## src/cltp_pkg.sv

```systemverilog
// package for the calibration trigger and low-power sequencing block
// assumes one device clock; register indices are word indices on the bus
package cltp_pkg;

   // register indices, byte address is four times the index
   localparam logic [7:0] IDX_PIN_SETUP = 8'h6b;
   localparam logic [7:0] IDX_SOFT_TRIG = 8'h6c;
   localparam logic [7:0] IDX_LOW_POWER = 8'h6e;
   localparam logic [7:0] IDX_READBACK = 8'h70;
   localparam logic [7:0] IDX_BG_CTRL = 8'hf0;
   localparam logic [7:0] IDX_STATE = 8'hf1;
   localparam logic [7:0] IDX_INT_STATUS = 8'hf2;
   localparam logic [7:0] IDX_INT_MASK = 8'hf3;
   localparam int IDX_LSB = 2;
   localparam int IDX_MSB = 9;

   // reset values
   localparam logic [7:0] RST_PIN_SETUP = 8'h00;
   localparam logic [7:0] RST_SOFT_TRIG = 8'h01;
   localparam logic [7:0] RST_LOW_POWER = 8'h88;
   localparam logic [7:0] RST_READBACK = 8'h00;
   localparam logic [7:0] RST_BG_CTRL = 8'h00;
   localparam logic [3:0] RST_INT = 4'h0;

   // field positions
   localparam int POS_TRIG_SRC = 0;
   localparam int POS_STAT_SEL_LO = 1;
   localparam int POS_SOFT_TRIG = 0;
   localparam int POS_LOW_POWER_ENABLE = 0;
   localparam int POS_WAKE_MODE = 1;
   localparam int POS_WAKE_LO = 3;
   localparam int POS_SLEEP_LO = 5;
   localparam int POS_BG_EN = 0;
   localparam int POS_READBACK_EN = 0;

   // status pin source codes
   localparam logic [1:0] STAT_FOREGROUND_DONE_FLAG = 2'h0;
   localparam logic [1:0] STAT_RESERVED = 2'h1;
   localparam logic [1:0] STAT_ALARM = 2'h2;
   localparam logic [1:0] STAT_LOW = 2'h3;

   // interrupt event bits
   localparam int EV_FOREGROUND_DONE_FLAG = 0;
   localparam int EV_ALARM = 1;
   localparam int EV_WAKE = 2;
   localparam int EV_CORE_CAL = 3;
   localparam int EV_NUM = 4;

   // interval = (2^k + 1) * 2^SCALE device-clock periods
   localparam int INTERVAL_SCALE = 8;
   localparam logic [47:0] SLEEP_K_DEF = {6'h21, 6'h1e, 6'h1b, 6'h18, 6'h15, 6'h12, 6'h0f, 6'h03};
   localparam logic [23:0] WAKE_K_DEF = {6'h18, 6'h15, 6'h12, 6'h03};

   // ahb transfer type
   localparam logic [1:0] HTRANS_NONSEQ = 2'h2;

   typedef enum logic [1:0] {
      LP_OFF = 2'b00,
      LP_CAL = 2'b01,
      LP_SLEEP = 2'b10,
      LP_WAKE = 2'b11
   } cltp_lp_state_t;

   typedef struct packed {
      logic [2:0] sleep_code;
      logic [1:0] wake_code;
      logic rsvd;
      logic wake_mode;
      logic low_power_enable;
   } cltp_lp_cfg_t;

   typedef struct packed {
      logic write;
      logic [7:0] index;
      logic mapped;
   } cltp_ahb_req_t;

endpackage

```

## src/cltp_interval_timer.sv

```systemverilog
// down-counter for sleep and settling intervals
// assumes load is a one-cycle pulse and count is at least one
`timescale 1ns/10ps
module cltp_interval_timer #(
   parameter int WIDTH = 42
) (
   input wire logic clk,
   input wire logic rst_n,
   input wire logic load,
   input wire logic [WIDTH-1:0] count,
   output logic expired
);

   logic [WIDTH-1:0] cnt_r;
   logic run_r;

   generate
      if (WIDTH < 2) begin : g_bad_width
         $error("cltp_interval_timer: WIDTH below 2");
      end
   endgenerate

   // expired rises exactly count cycles after the load pulse
   always_ff @(posedge clk or negedge rst_n) begin
      if (!rst_n) begin
         cnt_r <= '0;
         run_r <= 1'b0;
      end else if (load) begin
         cnt_r <= count;
         run_r <= 1'b1;
      end else if (run_r) begin
         cnt_r <= cnt_r - WIDTH'(1);
         if (cnt_r == WIDTH'(1)) begin
            run_r <= 1'b0;
         end
      end
   end

   always_ff @(posedge clk or negedge rst_n) begin
      if (!rst_n) begin
         expired <= 1'b0;
      end else if (load) begin
         expired <= 1'b0;
      end else if (run_r && cnt_r == WIDTH'(1)) begin
         expired <= 1'b1;
      end
   end

endmodule

```

## src/cltp_top.sv

```systemverilog
// calibration trigger selection, status pin routing and low-power
// background calibration sequencing, with an ahb-lite register slave
// assumes the calibration engine runs on CLK; the trigger pin is asynchronous
//
// Behaviour
// - Status select code 0 shows foreground done, 1 is reserved, 2 shows alarm, 3 holds the pin low.
// - With trigger source 0 the software trigger bit is used and the trigger pin is ignored.
// - With trigger source 1 the trigger pin is used and the software trigger bit is ignored.
// - Sleep code k picks (2^k+1)*256 clock periods, k being 3,15,18,21,24,27,30,33 for codes 0 to 7.
// - The sleep interval only applies with low power on and trigger-wake mode off.
// - After wake the block waits (2^k+1)*256 periods, k being 3,18,21,24 for wake codes 0 to 3.
// - Wake mode 0 sleeps for the timed interval, wake mode 1 sleeps until the trigger is low.
// - The low-power enable bit acts only while background calibration is on.
// - The low-power register is at 0x06E and resets to 0x88.
// - The software trigger register is at 0x06C and resets to 0x01.
// - The readback enable register is at 0x070 and resets to 0x00.
// - The foreground done flag marks a finished foreground run and feeds status code 0.
// - A background calibration enable bit, reset to 0, gates low-power operation.
//
// Local design decision: register access over AHB-Lite.
`timescale 1ns/10ps
module cltp_top #(
   parameter int CNT_WIDTH = 42,
   parameter logic [47:0] SLEEP_K = cltp_pkg::SLEEP_K_DEF,
   parameter logic [23:0] WAKE_K = cltp_pkg::WAKE_K_DEF
) (
   input wire logic CLK,
   input wire logic RSTN,
   input wire logic HSEL,
   input wire logic [31:0] HADDR,
   input wire logic [1:0] HTRANS,
   input wire logic HWRITE,
   input wire logic [2:0] HSIZE,
   input wire logic [31:0] HWDATA,
   input wire logic HREADY,
   output logic [31:0] HRDATA,
   output logic HREADYOUT,
   output logic HRESP,
   input wire logic HW_TRIGGER_IN,
   input wire logic FOREGROUND_DONE_FLAG_IN,
   input wire logic ALARM_IN,
   input wire logic CORE_CAL_DONE,
   output logic CAL_TRIGGER,
   output logic STATUS_PIN,
   output logic CORE_SLEEP,
   output logic CORE_CAL_REQ,
   output logic BG_CAL_EN,
   output logic READBACK_EN,
   output logic IRQ
);

   localparam int SCALE = cltp_pkg::INTERVAL_SCALE;

   function automatic logic [CNT_WIDTH-1:0] interval(input logic [5:0] k);
      logic [CNT_WIDTH-1:0] v;
      v = (CNT_WIDTH'(1) << k) + CNT_WIDTH'(1);
      interval = v << SCALE;
   endfunction

   // the longest interval must fit the counter
   generate
      if (CNT_WIDTH < 42) begin : g_bad_cnt
         $error("cltp_top: CNT_WIDTH too small for the longest interval");
      end
   endgenerate

   logic rst_meta_r;
   logic rst_n;
   logic trig_meta_r;
   logic trig_sync_r;

   logic [7:0] pin_setup_r;
   logic [7:0] soft_trig_r;
   cltp_pkg::cltp_lp_cfg_t lp_cfg_r;
   logic [7:0] readback_r;
   logic [7:0] bg_ctrl_r;
   logic [cltp_pkg::EV_NUM-1:0] int_status_r;
   logic [cltp_pkg::EV_NUM-1:0] int_mask_r;

   cltp_pkg::cltp_ahb_req_t req_r;
   logic wr_pend_r;
   logic rd_pend_r;
   logic addr_ok;
   logic [7:0] wdata;
   logic [7:0] rd_mux;
   logic wr_hit;

   logic eff_trig;
   logic lp_active;
   logic foreground_done_flag_d_r;
   logic alarm_d_r;
   logic [cltp_pkg::EV_NUM-1:0] events;

   cltp_pkg::cltp_lp_state_t state_r;
   cltp_pkg::cltp_lp_state_t state_nxt;
   logic tmr_load;
   logic [CNT_WIDTH-1:0] tmr_count;
   logic tmr_expired;

   // reset release through two flops
   always_ff @(posedge CLK or negedge RSTN) begin
      if (!RSTN) begin
         rst_meta_r <= 1'b0;
         rst_n <= 1'b0;
      end else begin
         rst_meta_r <= 1'b1;
         rst_n <= rst_meta_r;
      end
   end

   // trigger pin is asynchronous
   always_ff @(posedge CLK or negedge rst_n) begin
      if (!rst_n) begin
         trig_meta_r <= 1'b0;
         trig_sync_r <= 1'b0;
      end else begin
         trig_meta_r <= HW_TRIGGER_IN;
         trig_sync_r <= trig_meta_r;
      end
   end

   // bus address phase
   assign addr_ok = (HADDR[31:cltp_pkg::IDX_MSB+1] == '0) && (HADDR[1:0] == 2'h0);
   assign wdata = HWDATA[7:0];
   assign wr_hit = wr_pend_r && req_r.mapped;

   always_ff @(posedge CLK or negedge rst_n) begin
      if (!rst_n) begin
         req_r <= '0;
         wr_pend_r <= 1'b0;
         rd_pend_r <= 1'b0;
         HREADYOUT <= 1'b1;
      end else begin
         wr_pend_r <= 1'b0;
         rd_pend_r <= 1'b0;
         HREADYOUT <= 1'b1;
         if (HSEL && HREADY && HTRANS == cltp_pkg::HTRANS_NONSEQ) begin
            req_r.write <= HWRITE;
            req_r.index <= HADDR[cltp_pkg::IDX_MSB:cltp_pkg::IDX_LSB];
            req_r.mapped <= addr_ok;
            wr_pend_r <= HWRITE;
            rd_pend_r <= !HWRITE;
            // reads take one wait state so the data come from a flop
            HREADYOUT <= HWRITE;
         end
      end
   end

   always_comb begin
      rd_mux = 8'h00;
      if (req_r.mapped) begin
         unique case (req_r.index)
            cltp_pkg::IDX_PIN_SETUP: rd_mux = pin_setup_r;
            cltp_pkg::IDX_SOFT_TRIG: rd_mux = soft_trig_r;
            cltp_pkg::IDX_LOW_POWER: rd_mux = lp_cfg_r;
            cltp_pkg::IDX_READBACK: rd_mux = readback_r;
            cltp_pkg::IDX_BG_CTRL: rd_mux = bg_ctrl_r;
            cltp_pkg::IDX_STATE: rd_mux = {2'h0, state_r, eff_trig, lp_active, ALARM_IN, FOREGROUND_DONE_FLAG_IN};
            cltp_pkg::IDX_INT_STATUS: rd_mux = {4'h0, int_status_r};
            cltp_pkg::IDX_INT_MASK: rd_mux = {4'h0, int_mask_r};
            default: rd_mux = 8'h00;
         endcase
      end
   end

   always_ff @(posedge CLK or negedge rst_n) begin
      if (!rst_n) begin
         HRDATA <= 32'h0000_0000;
      end else if (rd_pend_r) begin
         HRDATA <= {24'h00_0000, rd_mux};
      end
   end

   always_ff @(posedge CLK or negedge rst_n) begin
      if (!rst_n) begin
         HRESP <= 1'b0;
      end else begin
         HRESP <= 1'b0;
      end
   end

   // configuration registers, written in the data phase
   always_ff @(posedge CLK or negedge rst_n) begin
      if (!rst_n) begin
         pin_setup_r <= cltp_pkg::RST_PIN_SETUP;
         soft_trig_r <= cltp_pkg::RST_SOFT_TRIG;
         lp_cfg_r <= cltp_pkg::RST_LOW_POWER;
         readback_r <= cltp_pkg::RST_READBACK;
         bg_ctrl_r <= cltp_pkg::RST_BG_CTRL;
         int_mask_r <= cltp_pkg::RST_INT;
      end else if (wr_hit) begin
         unique case (req_r.index)
            cltp_pkg::IDX_PIN_SETUP: pin_setup_r <= wdata;
            cltp_pkg::IDX_SOFT_TRIG: soft_trig_r <= wdata;
            cltp_pkg::IDX_LOW_POWER: lp_cfg_r <= wdata;
            cltp_pkg::IDX_READBACK: readback_r <= wdata;
            cltp_pkg::IDX_BG_CTRL: bg_ctrl_r <= wdata;
            cltp_pkg::IDX_INT_MASK: int_mask_r <= wdata[cltp_pkg::EV_NUM-1:0];
            default: ;
         endcase
      end
   end

   // trigger source selection
   always_comb begin
      if (pin_setup_r[cltp_pkg::POS_TRIG_SRC]) begin
         eff_trig = trig_sync_r;
      end else begin
         eff_trig = soft_trig_r[cltp_pkg::POS_SOFT_TRIG];
      end
   end

   // low power only counts while background calibration is on
   assign lp_active = lp_cfg_r.low_power_enable && bg_ctrl_r[cltp_pkg::POS_BG_EN];

   always_ff @(posedge CLK or negedge rst_n) begin
      if (!rst_n) begin
         CAL_TRIGGER <= 1'b0;
         BG_CAL_EN <= 1'b0;
         READBACK_EN <= 1'b0;
      end else begin
         CAL_TRIGGER <= eff_trig;
         BG_CAL_EN <= bg_ctrl_r[cltp_pkg::POS_BG_EN];
         READBACK_EN <= readback_r[cltp_pkg::POS_READBACK_EN];
      end
   end

   // status pin routing; reserved code drives low
   always_ff @(posedge CLK or negedge rst_n) begin
      if (!rst_n) begin
         STATUS_PIN <= 1'b0;
      end else begin
         unique case (pin_setup_r[cltp_pkg::POS_STAT_SEL_LO +: 2])
            cltp_pkg::STAT_FOREGROUND_DONE_FLAG: STATUS_PIN <= FOREGROUND_DONE_FLAG_IN;
            cltp_pkg::STAT_RESERVED: STATUS_PIN <= 1'b0;
            cltp_pkg::STAT_ALARM: STATUS_PIN <= ALARM_IN;
            cltp_pkg::STAT_LOW: STATUS_PIN <= 1'b0;
         endcase
      end
   end

   // low-power sequencer
   always_comb begin
      state_nxt = state_r;
      tmr_load = 1'b0;
      tmr_count = interval(WAKE_K[6*lp_cfg_r.wake_code +: 6]);
      if (!lp_active) begin
         state_nxt = cltp_pkg::LP_OFF;
      end else begin
         unique case (state_r)
            cltp_pkg::LP_OFF: state_nxt = cltp_pkg::LP_CAL;
            cltp_pkg::LP_CAL: begin
               if (CORE_CAL_DONE) begin
                  state_nxt = cltp_pkg::LP_SLEEP;
                  tmr_load = 1'b1;
                  tmr_count = interval(SLEEP_K[6*lp_cfg_r.sleep_code +: 6]);
               end
            end
            cltp_pkg::LP_SLEEP: begin
               // wake mode ignores the timer and waits for a low trigger
               if (lp_cfg_r.wake_mode ? !eff_trig : tmr_expired) begin
                  state_nxt = cltp_pkg::LP_WAKE;
                  tmr_load = 1'b1;
               end
            end
            cltp_pkg::LP_WAKE: begin
               if (tmr_expired) begin
                  state_nxt = cltp_pkg::LP_CAL;
               end
            end
         endcase
      end
   end

   always_ff @(posedge CLK or negedge rst_n) begin
      if (!rst_n) begin
         state_r <= cltp_pkg::LP_OFF;
      end else begin
         state_r <= state_nxt;
      end
   end

   always_ff @(posedge CLK or negedge rst_n) begin
      if (!rst_n) begin
         CORE_SLEEP <= 1'b0;
         CORE_CAL_REQ <= 1'b0;
      end else begin
         CORE_SLEEP <= (state_nxt == cltp_pkg::LP_SLEEP);
         CORE_CAL_REQ <= (state_nxt == cltp_pkg::LP_CAL);
      end
   end

   cltp_interval_timer #(
      .WIDTH(CNT_WIDTH)
   ) u_timer (
      .clk(CLK),
      .rst_n(rst_n),
      .load(tmr_load),
      .count(tmr_count),
      .expired(tmr_expired)
   );

   // events: rising flags, wake-up, finished core calibration
   always_ff @(posedge CLK or negedge rst_n) begin
      if (!rst_n) begin
         foreground_done_flag_d_r <= 1'b0;
         alarm_d_r <= 1'b0;
      end else begin
         foreground_done_flag_d_r <= FOREGROUND_DONE_FLAG_IN;
         alarm_d_r <= ALARM_IN;
      end
   end

   always_comb begin
      events = '0;
      events[cltp_pkg::EV_FOREGROUND_DONE_FLAG] = FOREGROUND_DONE_FLAG_IN && !foreground_done_flag_d_r;
      events[cltp_pkg::EV_ALARM] = ALARM_IN && !alarm_d_r;
      events[cltp_pkg::EV_WAKE] = (state_r == cltp_pkg::LP_SLEEP) && (state_nxt == cltp_pkg::LP_WAKE);
      events[cltp_pkg::EV_CORE_CAL] = (state_r == cltp_pkg::LP_CAL) && (state_nxt == cltp_pkg::LP_SLEEP);
   end

   // write one to clear; a new event in the same cycle wins
   always_ff @(posedge CLK or negedge rst_n) begin
      if (!rst_n) begin
         int_status_r <= cltp_pkg::RST_INT;
      end else if (wr_hit && req_r.index == cltp_pkg::IDX_INT_STATUS) begin
         int_status_r <= (int_status_r & ~wdata[cltp_pkg::EV_NUM-1:0]) | events;
      end else begin
         int_status_r <= int_status_r | events;
      end
   end

   always_ff @(posedge CLK or negedge rst_n) begin
      if (!rst_n) begin
         IRQ <= 1'b0;
      end else begin
         IRQ <= |(int_status_r & int_mask_r);
      end
   end

endmodule

```

## config.mk

```make
export PLATFORM = sky130hd
export DESIGN_NAME = cltp_top
export DESIGN_NICKNAME = d
export VERILOG_FILES = /design/src/cltp_pkg.sv /design/src/cltp_interval_timer.sv /design/src/cltp_top.sv
export SDC_FILE = /design/constraint.sdc
export NUM_CORES = 1
export LEC_CHECK = 0
export BUFFER_PORTS_ARGS = -buffer_cell sky130_fd_sc_hd__buf_4
export CAP_MARGIN = 10
export CORE_MARGIN = 3
export CORE_UTILIZATION = 37
export DETAILED_ROUTE_END_ITERATION = 10
export PLACE_DENSITY = 0.59
export SLEW_MARGIN = 20
export SYNTH_ARGS = -nofsm -noshare
export SYNTH_HDL_FRONTEND = slang
export SYNTH_SLANG_ARGS = --single-unit
```

## constraint.sdc

```tcl
create_clock -name CLK -period 7.4 [get_ports CLK]
set_input_delay 0.74 -clock CLK [delete_from_list [all_inputs] [get_ports CLK]]
set_output_delay 0.74 -clock CLK [all_outputs]
set_load 0.05 [all_outputs]
```

==> After elaboration in Yosys (flattened, before gate mapping) <==
Cells that the tools add are included.
{ "totals": {"register_bits": 127, "input_bits": 78, "elab_cells": 124} }
{ "op_classes": {"addsub": 3, "mul": 2, "n_eq_ne": 19, "shifts": 4, "muxes": 28, "bitwise": 5, "reduce_logical": 29} }
{ "ops": {"columns": ["cell", "count"], "rows": [
  ["42-bit two-way mux", 5],
  ["34-bit by 2-bit adder with 34-bit output (second input constant)", 2],
  ["1-bit by 6-bit << shifter with 34-bit output (first input constant)", 2],
  ["8-bit one-hot mux with 8 select lines", 1],
  ["48-bit by 7-bit indexed part select with 6-bit output (first input constant)", 1],
  ["42-bit by 1-bit equality test with 1-bit output (second input constant)", 1],
  ["42-bit by 1-bit subtractor with 42-bit output (second input constant)", 1],
  ["8-bit by 7-bit equality test with 1-bit output (second input constant)", 4],
  ["8-bit equality test (second input constant)", 4],
  ["24-bit by 6-bit indexed part select with 6-bit output (first input constant)", 1],
  ["22-bit logical NOT", 1],
  ["2-bit equality test (second input constant)", 7],
  ["1-bit two-way mux", 13],
  ["2-bit AND reduction", 6],
  ["1-bit logical AND", 11],
  ["4-bit AND", 2],
  ["2-bit two-way mux", 4],
  ["8-bit two-way mux", 1],
  ["4-bit OR", 2],
  ["2-bit one-hot mux with 4 select lines", 1],
  ["2-bit by 1-bit equality test with 1-bit output (second input constant)", 3],
  ["2-bit logical NOT", 3],
  ["2-bit by 3-bit multiplier with 5-bit output (first input constant)", 1],
  ["1-bit logical NOT", 4],
  ["8 further kinds", 9]
]} }

==> Longest topological paths before layout <==
Gate-level depths: netlist (run 1).
{ "logic_depth": {"ltp_word": 10, "ltp_mapped": 11, "depth_no_buf": 10} }

==> By module <==
From an unflattened synthesis (run 1), not the netlist that was laid out.
{ "hier_totals": {"hier_cells": 676, "area_unflattened_um2": 7049.3} }
{ "modules_own_cells": {"columns": ["mod", "instances", "cells_each", "area_each_um2", "seq_area_each_um2"], "rows": [
  ["cltp_top", 1, 397, 4481.8, 2082.0],
  ["cltp_interval_timer", 1, 279, 2567.5, 1101.1]
]} }

==> Least setup slack after synthesis (run 1) <==
OpenSTA, ideal clock, no wires.
{ "synth_path": {"path_type": "reg2reg", "from": "reg u_timer.cnt_r[25]", "to": "reg u_timer.cnt_r[34]", "t_arrival_ps": 2194, "required_time_ps": 7277, "setup_slack_ps": 5083, "stages_incl_launch_ff": 8, "n_path_buf": 2, "synth_period_minus_slack_ps": 2317, "path_cell_list": "dfrtp_1 or4_1 buf_2 or4b_1 buf_2 nor4_1 a41o_1 a21oi_1"} }
{ "synth_via": {"elab_chain_cells": 3} }
{ "synth_lines": {"columns": ["element", "line_no", "source"], "rows": [
  ["start: declaration", "cltp_interval_timer.sv:14", "logic [WIDTH-1:0] cnt_r;"],
  ["start signal: assignment", "cltp_interval_timer.sv:29", "cnt_r <= count;"],
  ["start signal: assignment", "cltp_interval_timer.sv:32", "cnt_r <= cnt_r - WIDTH'(1);"],
  ["42-bit by 1-bit subtractor with 42-bit output", "cltp_interval_timer.sv:32", null],
  ["42-bit two-way mux", "cltp_interval_timer.sv:31", "end else if (run_r) begin"],
  ["42-bit two-way mux", "cltp_interval_timer.sv:28", "end else if (load) begin"]
]} }
No other way between the ends. The select of a mux whose other input is x is not followed.
A chain may end at the register's enable or synchronous reset.

==> Final worst setup path (run 1) <==
{ "layout_path": {"from": "reg u_timer.cnt_r[20]", "to": "reg u_timer.cnt_r[31]"} }
The elaborated chain is that of the path after synthesis.

==> run_results.csv, run 1 <==
group,metric,value,unit
floorplan,die_area,20900,sq um
global_route,overflow,0,
power,p_switching,520,uW
floorplan,start_util,37.9,%
sta,finalHoldViolCount,0,
synthesis,yosys.area.top_type,"dfrtp_1",
final_layout,fin_nets,873,
synthesis,syn_area,7110,sq um
run,cap_violations,0,
route,ant_nets,0,
route,dr.pass1.iters,6,
route,wl_met1,8400,microns
synthesis,syn_area_per_cell,9.91,sq um
cts,numCtsBuffers,17,
global_route,antenna_found_initial,0,
floorplan,die_w,145,microns
global_route,track_usage,18.6,%
sta,fin_crit_sh,37.6,%
power,p_int,1.23,mW
route,wl_per_cell,18.0,microns
placement,dp_hpwl,13200,microns
critical_path,arrival,3100,ps
synthesis,ys_warn_count,0,
synthesis,synth_top_area_share,43.3,%
critical_path,critical_path_required,7710,ps
sta,fin_worst_skew,10.1,ps
sta,setup-violations-final,0,
power,vdd_drop_max,0.158,mV
synthesis,synth_cell_types,72,
outcome,outcome,"finished clean",
power,power_leakage,3.57,nW
route,drtIter0Drc,381,
synthesis,ys_ff_latch,127,
cts,cts_root_buf,"clkbuf_16",
global_route,grt_pass1_wl,30400,microns
sta,fmax,0.359,GHz
cts,clock-sinks,127,
global_route,grt_pass1_vias,5760,
cts,postCtsSetupRepairBufs,0,
route,wl_met3,902,microns
synthesis,seq_area_frac_synth,44.8,%
synthesis,synth.area.top_cells,"dfrtp_1, mux2_2, nor3_1",
cts,path_clk_slew,60,ps
synthesis,synth_ff_type,"dfrtp_1",
power,power,1.75,mW
floorplan,num_io_pins,119,
route,dr_total_vias,5762,
sta,fin_crit,2790,ps
route,route.detailed.drc,0,
sta,fin_setup_tns,0,ps
sta,rsz0062_at_grt,"false",
route,wl_met2,8850,microns
final_layout,layout_common_cells,"dfrtp_1, buf_4, mux2_2, nor2_1, nand2_1",
power,share_comb_of_total_power,9.9,%
placement,portBuffers,66,
final_layout,mostFrequentLayoutCell,"dfrtp_1",
cts,clockBufferDepth,2,
power,seq_power_share,43.4,%
worst_hold_path,hold_class,"in2async",
route,top_layer,"met4",
cts,clock_latency,430,ps
final_layout,antennaDiodeCount,0,
sta,slew_violations,0,
cts,cts-resized-gates,0,
cts,cts_max_level,4,
critical_path,path_max_fanout,11,
sta,tightest_slew,998,ps
floorplan,die_y,145,microns
final_layout,postLayoutCellArea,8330,sq um
critical_path,end_kind,"register",
final_layout,nFillCells,1847,
final_layout,drive_gt1_share,22.3,%
synthesis,synth_edf_count,0,
power,p_clk_share,46.7,%
power,power.density,210,nW/um^2
floorplan,coreArea,18800,sq um
cts,cts_hold_buf,0,
final_layout,area_delta_synth_final,17.1,%
global_route,grt_max_degree,71,
synthesis,async_flop_share,100,%
route,via_per_inst,5.60,
critical_path,crit_type,"reg2reg",
synthesis,postSynthCellCount,717,
placement,gp_congestion,0.827,
route,finalWirelength,18500,microns
floorplan,placementRows,50,
cts,cts_tree,"done",
power,sw_frac_of_total,29.7,%
placement,placed_area,7750,sq um
sta,relSlewSlack,32.8,%
sta,whs,77.9,ps
critical_path,cp-start-kind,"register",
-- kinds of logic (layout without fill, tap and decap cells) --
family	count (synthesis)	after routing	share of synthesized area [%]
compound gates	157	157	15.6
xor+xnor	16	16	1.97
fa+ha+maj	13	13	2.29
simple gates	264	264	20.7
flops	127	127	44.8
mux	56	56	8.84
buf+inv	82	134	5.70
other cells	2	28	0.106
-- cell type report --
cell class	instances	area, sq um	area share [%]
clock buffer	17	425	5.11
inverter	31	116	1.40
timing repair buffer	71	533	6.40
clock inverter	15	138	1.65
tap	234	293	3.52
sequential	127	3190	38.3
multi-input combinational	534	3630	43.6
-- sequential cells by signal (all words and copies together) (netlist names), 2 cells and up --
register,flops
u_timer.cnt_r,42
req_r,9
HRDATA,8
bg_ctrl_r,8
lp_cfg_r,8
pin_setup_r,8
readback_r,8
soft_trig_r,8
int_mask_r,4
int_status_r,4
state_r,2
-- synthesized netlist by cell type (all sizes together), types with 5 or more instances --
cell     count
o21ai       29
and2         5
a31oi        8
o22ai       13
or3         10
nor3        39
a211oi       6
nand2       45
nor2        51
xnor2       13
or2          5
mux2        54
ha          13
nand3       15
a22oi       13
nand4       10
a22o         6
inv         31
nand2b       6
nor2b        5
and3         8
buf         30
nand3b       5
a21oi       22
clkbuf      21
o211ai       6
o21a         8
nand4b       5
or4          5
nor4        30
a2bb2oi      5
dfrtp      123
-- path summary, 6_finish.rpt --
| check | start | to | slack, ps | depth (start not counted) |
|---|---|---|---|---|
| max | u_timer.cnt_r[20] | u_timer.cnt_r[31] | 4610 | 5 |
| min | RSTN | rst_n | 80 | 1 |
| max reg2reg | u_timer.cnt_r[20] | u_timer.cnt_r[31] | 4610 | 5 |
| min reg2reg | trig_meta_r | trig_sync_r | 350 | 0 |
| max in group asynchronous | rst_n | lp_cfg_r[0] | 5570 | 1 |
| min in group CLK | trig_meta_r | trig_sync_r | 350 | 0 |
-- power groups by stage --
stage | sequential, mW | combinational, mW | clock, mW
6_report | 0.759 | 0.173 | 0.817
5_1_grt | 0.764 | 0.186 | 0.862
4_1_cts | 0.759 | 0.173 | 0.828
3_5_place_dp | 0.772 | 0.172 | 0
3_3_place_gp | 0.771 | 0.170 | 0
2_1_floorplan | 0.788 | 0.101 | 0
-- per-stage QoR --
stage	std cells	utilization, %	setup slack (ps)
detailed placement	997	41.3	4680
floorplan	743	-	3610
finish	1029	44.4	4610
global route	1029	44.4	4450
global placement	997	41.3	4690
CTS	1029	44.3	4660
-- layer usage --
metal / vias to the layer above / global-route usage, %
met2: 156 / 29.7
met4: 0 / 5.89
met1: 2801 / 24.9
met3: 31 / 4.73
met5: - / 0
li1: 2774 / -
-- critical path: stages (launching register included) --
cell	delay (ps)
dfrtp_1	400
nor4_1	360
nand3_1	440
nor4_1	980
a41oi_1	200
o221a_2	280
Note: power is estimated with default switching activity, not from simulation.
==> inputs of run 2 (changes only) <==
Settings changed: ABC_AREA from default to 1, PLACE_DENSITY 0.59 to 0.61.
Clock period 7.4 ns to 2.5 ns, I/O delays scaled along.
==> run_results.csv, run 2 <==
group,metric,value,unit
outcome,outcome,"finished clean",
final_layout,fin_nets,1211,
placement,portBuffers,66,
cts,clockBufferDepth,2,
critical_path,cp-start-kind,"register",
route,dr_total_vias,6789,
cts,cts_tree,"done",
critical_path,end_kind,"register",
synthesis,ys_ff_latch,127,
power,power_leakage,4.67,nW
final_layout,largest_register_ffs,42,
placement,dp_hpwl,15000,microns
sta,whs,11.7,ps
power,power.density,836,nW/um^2
route,drtIter0Drc,539,
final_layout,area_delta_synth_final,19.1,%
sta,fin_worst_skew,7.13,ps
critical_path,critical_path_required,2850,ps
floorplan,die_w,148,microns
global_route,grt_max_degree,126,
synthesis,seq_area_frac_synth,42.5,%
route,ant_nets,0,
final_layout,drive_gt1_share,13.3,%
placement,placed_area,8250,sq um
synthesis,async_flop_share,100,%
global_route,antenna_found_initial,0,
floorplan,placementRows,51,
floorplan,die_y,148,microns
global_route,overflow,0,
global_route,grt_pass1_vias,6748,
final_layout,fin_cells,1398,
final_layout,top_regs,"u_timer.cnt_r (42), req_r (9)",
route,dr.pass1.iters,5,
route,finalWirelength,20200,microns
cts,clock-sinks,127,
synthesis,yosys.area.top_type,"dfrtp_1",
final_layout,nFillCells,2049,
final_layout,largest_register,"u_timer.cnt_r",
sta,fmax,0.438,GHz
route,route.detailed.drc,0,
cts,cts_max_level,4,
route,via_per_inst,4.86,
worst_hold_path,hold_class,"in2reg",
floorplan,die_area,22000,sq um
placement,gp_congestion,0.893,
synthesis,postSynthCellCount,1035,
synthesis,synth_top_area_share,41.1,%
final_layout,antennaDiodeCount,0,
sta,rsz0062_at_grt,"false",
sta,setup-violations-final,0,
synthesis,syn_area_per_cell,7.23,sq um
floorplan,num_io_pins,119,
power,vdd_drop_max,0.450,mV
synthesis,synth_ff_type,"dfrtp_1",
synthesis,ys_top_cells_by_count,"nand2_1, nor2_1, dfrtp_1",
floorplan,coreArea,19700,sq um
synthesis,synth_edf_count,0,
cts,clock_latency,430,ps
synthesis,synth.area.top_cells,"dfrtp_1, nand2_1, nor2_1",
cts,numCtsBuffers,17,
global_route,track_usage,18.9,%
power,power,7.46,mW
synthesis,yosysMostFrequentCell,"nand2_1",
global_route,grt_pass1_wl,33300,microns
final_layout,postLayoutCellArea,8910,sq um
synthesis,synth_cell_types,47,
run,cap_violations,0,
cts,path_clk_slew,60,ps
critical_path,arrival,2630,ps
final_layout,mostFrequentLayoutCell,"nand2_1",
sta,fin_setup_tns,0,ps
synthesis,syn_area,7480,sq um
critical_path,crit_type,"reg2reg",
critical_path,path_max_fanout,9,
sta,finalHoldViolCount,0,
final_layout,layout_common_cells,"nand2_1, nor2_1, dfrtp_1, inv_1, nand3_1",
synthesis,ys_warn_count,0,
floorplan,start_util,38.1,%
sta,slew_violations,0,
sta,fin_crit,2280,ps
cts,cts_root_buf,"clkbuf_16",
sta,tightest_slew,695,ps
placement,dp.cells,1361,
route,wl_per_cell,14.5,microns
sta,fin_crit_sh,91.3,%
sta,relSlewSlack,53.7,%
==> run 2: cell types whose count changed after synthesis, sizes merged, moves of 12 or more <==
cell,previous run,this run
o21ai,29,88
mux2,54,0
nand3,15,80
nor3,39,17
nor4,30,6
nand2,45,306
nor2,51,159
inv,31,104
a22oi,13,1
clkbuf,21,6
==> run 2: layout make-up <==
class	instances	area [sq um]	share of cell area (%)
multi-input cells	787	3740	42.0
repair buffers	82	653	7.33
well taps	265	332	3.72
clock inverters	13	151	1.70
inverters	105	394	4.42
flip-flops and latches	127	3190	35.7
clock buffers	19	453	5.08
==> run 2: stage by stage <==
step	worst slack [ps]	util, %
after global placement	317	42.0
after global routing	9.27	45.4
after floorplan	388	-
after detailed placement	248	42.0
final	218	45.4
after CTS	229	45.3
==> run 2: worst max-delay path, stage by stage, from the launching register on <==
cell and delay (ps):
dfstp_2 400, inv_1 200, nand2_1 180, o21ai_2 210, inv_2 160, nor3_2 270, nand2_1 120, inv_1 70
ha_1 150, inv_1 50, nor2_1 90, nand3_1 80, a31oi_1 200
==> run 2: cells by family (layout without fill, tap and decap cells) <==
family | count (synthesis) | after routing | share of synthesized area [%]
AOI/OAI and AO/OA | 136 | 136 | 10.6
xor gates and xnor gates | 14 | 14 | 1.64
adders and majority gates | 13 | 13 | 2.17
buffers and inverters | 147 | 219 | 8.88
DFF | 127 | 127 | 42.5
other | 2 | 28 | 0.100
and+or+nand+nor | 596 | 596 | 34.1
==> run 2: per-layer routing <==
metal | part of all wire, % | GRT usage (%) | vias up | wire length [microns]
met5 | 0 | 0 | - | 0
met4 | 2.5 | 6.93 | 0 | 506
met3 | 3.9 | 3.60 | 41 | 790
met2 | 48 | 31.4 | 173 | 9740
met1 | 45 | 24.8 | 3106 | 9200
li1 | - | - | 3469 | -
==> run 2: power by group <==
group / leakage (nW) / switching, mW / internal, mW
sequential: 1.45 / 0.239 / 2.31
combinational: 2.94 / 1.61 / 0.747
clock: 0.289 / 1.01 / 1.54
==> run 2: path summary, 6_finish.rpt <==
kind | startpoint | end | slack [ps] | depth (start not counted)
max in group asynchronous | rst_n | lp_cfg_r[6] | 1550 | 1
min in group asynchronous | RSTN | rst_n | 130 | 2
worst max-delay path | lp_cfg_r[7] | u_timer.cnt_r[12] | 220 | 12
worst min-delay path | HADDR[6] | req_r[5] | 10 | 3
worst max register to register | lp_cfg_r[7] | u_timer.cnt_r[12] | 220 | 12
worst min register to register | trig_meta_r | trig_sync_r | 350 | 0
==> run 2: repair_timing <==
item | CTS | global route
resized for setup | 0 | 2
setup buffers | 0 | 0
hold buffers | 5 | 0
hold endpoints to repair | 6 | 0
endpoints found under the setup margin | 0 | 3
==> inputs of run 3 (changes only) <==
==> constraint.sdc (replaced) <==
create_clock -name CLK -period 2.5 [get_ports CLK]
set_input_delay 0.5 -clock CLK [delete_from_list [all_inputs] [get_ports CLK]]
set_output_delay 0.5 -clock CLK [all_outputs]
set_load 0.05 [all_outputs]
==> run_results.csv, run 3 (synthesis results as in run 2) <==
group,metric,value,unit
global_route,grt_pass1_wl,32900,microns
final_layout,antennaDiodeCount,0,
floorplan,placementRows,51,
floorplan,die_y,148,microns
placement,dp_hpwl,15000,microns
critical_path,end_kind,"register",
route,wl_per_cell,14.4,microns
critical_path,crit_type,"reg2reg",
final_layout,largest_register,"u_timer.cnt_r",
route,via_per_inst,4.92,
outcome,outcome,"finished clean",
critical_path,critical_path_required,2840,ps
critical_path,cp_cell_sequence,"inv_2 > ha_1 > o21ai_0 > inv_1 > nand2_1 > nor3_1 > nand2_1 > inv_1 > ha_1 > inv_1 > nor2_1 > nand3_1 > a31oi_1",
sta,slew_violations,0,
sta,tightest_slew,694,ps
critical_path,critPathLaunch,"lp_cfg_r[5]",
critical_path,path_max_fanout,6,
final_layout,drive_gt1_share,13.4,%
power,power,7.53,mW
floorplan,start_util,38.1,%
sta,fin_crit_sh,89.4,%
floorplan,die_area,22000,sq um
run,cap_violations,0,
floorplan,num_io_pins,119,
power,power.density,846,nW/um^2
cts,clock_latency,430,ps
worst_hold_path,hold_depth,1,
route,ant_nets,0,
global_route,grt_pass1_vias,6523,
cts,cts_root_buf,"clkbuf_16",
global_route,track_usage,18.7,%
sta,fmax,0.448,GHz
placement,gp_congestion,0.897,
critical_path,cp-start-kind,"register",
cts,clockBufferDepth,2,
critical_path,slowest_delay,440,ps
critical_path,cpMostUsedCell,"inv_1",
critical_path,regToRegStartpoint,"lp_cfg_r[5]",
critical_path,arrival,2580,ps
floorplan,coreArea,19700,sq um
final_layout,top_regs,"u_timer.cnt_r (42), req_r (9)",
cts,cts_max_level,4,
sta,relSlewSlack,53.7,%
route,finalWirelength,20200,microns
power,power_leakage,4.66,nW
power,vdd_drop_max,0.450,mV
sta,finalHoldViolCount,0,
route,drtIter0Drc,456,
cts,path_clk_slew,60,ps
sta,setup-violations-final,0,
final_layout,mostFrequentLayoutCell,"nand2_1",
sta,fin_worst_skew,12.2,ps
sta,fin_setup_tns,0,ps
global_route,antenna_found_initial,0,
sta,fin_crit,2230,ps
placement,portBuffers,66,
final_layout,fin_nets,1208,
final_layout,layout_common_cells,"nand2_1, nor2_1, dfrtp_1, inv_1, nand3_1",
floorplan,die_w,148,microns
route,route.detailed.drc,0,
final_layout,area_delta_synth_final,18.9,%
cts,clock-sinks,127,
critical_path,r2r_cells,13,
cts,postCtsSetupRepairBufs,0,
worst_hold_path,min_from,"HW_TRIGGER_IN",
cts,cts_tree,"done",
global_route,grt_max_degree,126,
final_layout,largest_register_ffs,42,
sta,rsz0062_at_grt,"false",
global_route,overflow,0,
route,dr_total_vias,6868,
route,dr.pass1.iters,5,
critical_path,critPathSlowestCell,"dfrtp_1",
cts,numCtsBuffers,17,
worst_hold_path,hold_class,"in2reg",
==> run 3: cell count changes in the layout (fill, tap and decap cells not counted), sizes merged <==
cell,change
dlygate4sd3,-4
buf,+1
bufinv,+1
clkinvlp,-1
==> run 3: layout make-up <==
type                       instances  area (sq um)
fill                            2076         10800
clock buffer                      19           443
timing repair buffer              79           621
multi-input combinational        787          3750
inverter                         105           394
tap                              265           332
clock inverter                    13           176
sequential                       127          3190
==> run 3: metal layers <==
layer / routed length (microns) / global-route usage [%] / share of wire (%) / vias to the layer above
met5: 0 / 0 / 0 / -
met4: 512 / 6.74 / 2.5 / 0
met3: 786 / 3.41 / 3.9 / 38
met2: 9780 / 31.1 / 49 / 171
met1: 9070 / 24.5 / 45 / 3197
li1: - / - / - / 3462
==> run 3: critical path, delay by kind of cell, from the launching register on <==
kind	cells	cell delay [ps]
AOI/OAI and AO/OA	2	340
adders and majority gates	2	380
buffers and inverters	4	370
DFF	1	440
and+or+nand+nor	5	630
==> run 3: final timing paths <==
kind,to,slack (ps)
min in group asynchronous,rst_n,390
min,trig_meta_r,180
max,u_timer.cnt_r[12],270
min reg2reg,trig_sync_r,350
max reg2reg,u_timer.cnt_r[12],270
max in group asynchronous,bg_ctrl_r[4],1550
==> run 3: power breakdown <==
| group | switching (mW) | total [mW] | internal (mW) | leakage [nW] |
|---|---|---|---|---|
| Sequential | 0.249 | 2.56 | 2.31 | 1.45 |
| Clock | 1.01 | 2.63 | 1.62 | 0.298 |
| Combinational | 1.60 | 2.33 | 0.735 | 2.92 |
==> run 3: per-stage QoR <==
| stage | setup slack, ps | hold WS [ps] | cell area, sq um | utilization (%) | cells |
|---|---|---|---|---|---|
| floorplan | 388 | 204 | 7580 | - | 1061 |
| global placement | 319 | 283 | 8260 | 42.0 | 1362 |
| detailed placement | 239 | 285 | 8260 | 42.0 | 1362 |
| CTS | 211 | 166 | 8880 | 45.2 | 1395 |
| global route | 63.1 | 168 | 8900 | 45.3 | 1395 |
| finish | 266 | 178 | 8900 | 45.3 | 1395 |
==> run 3: repair_timing <==
item | CTS | global route
gates resized for setup | 0 | 3
endpoints found under the hold margin | 2 | 0
hold buffers | 1 | 0
endpoints found under the setup margin | 0 | 1
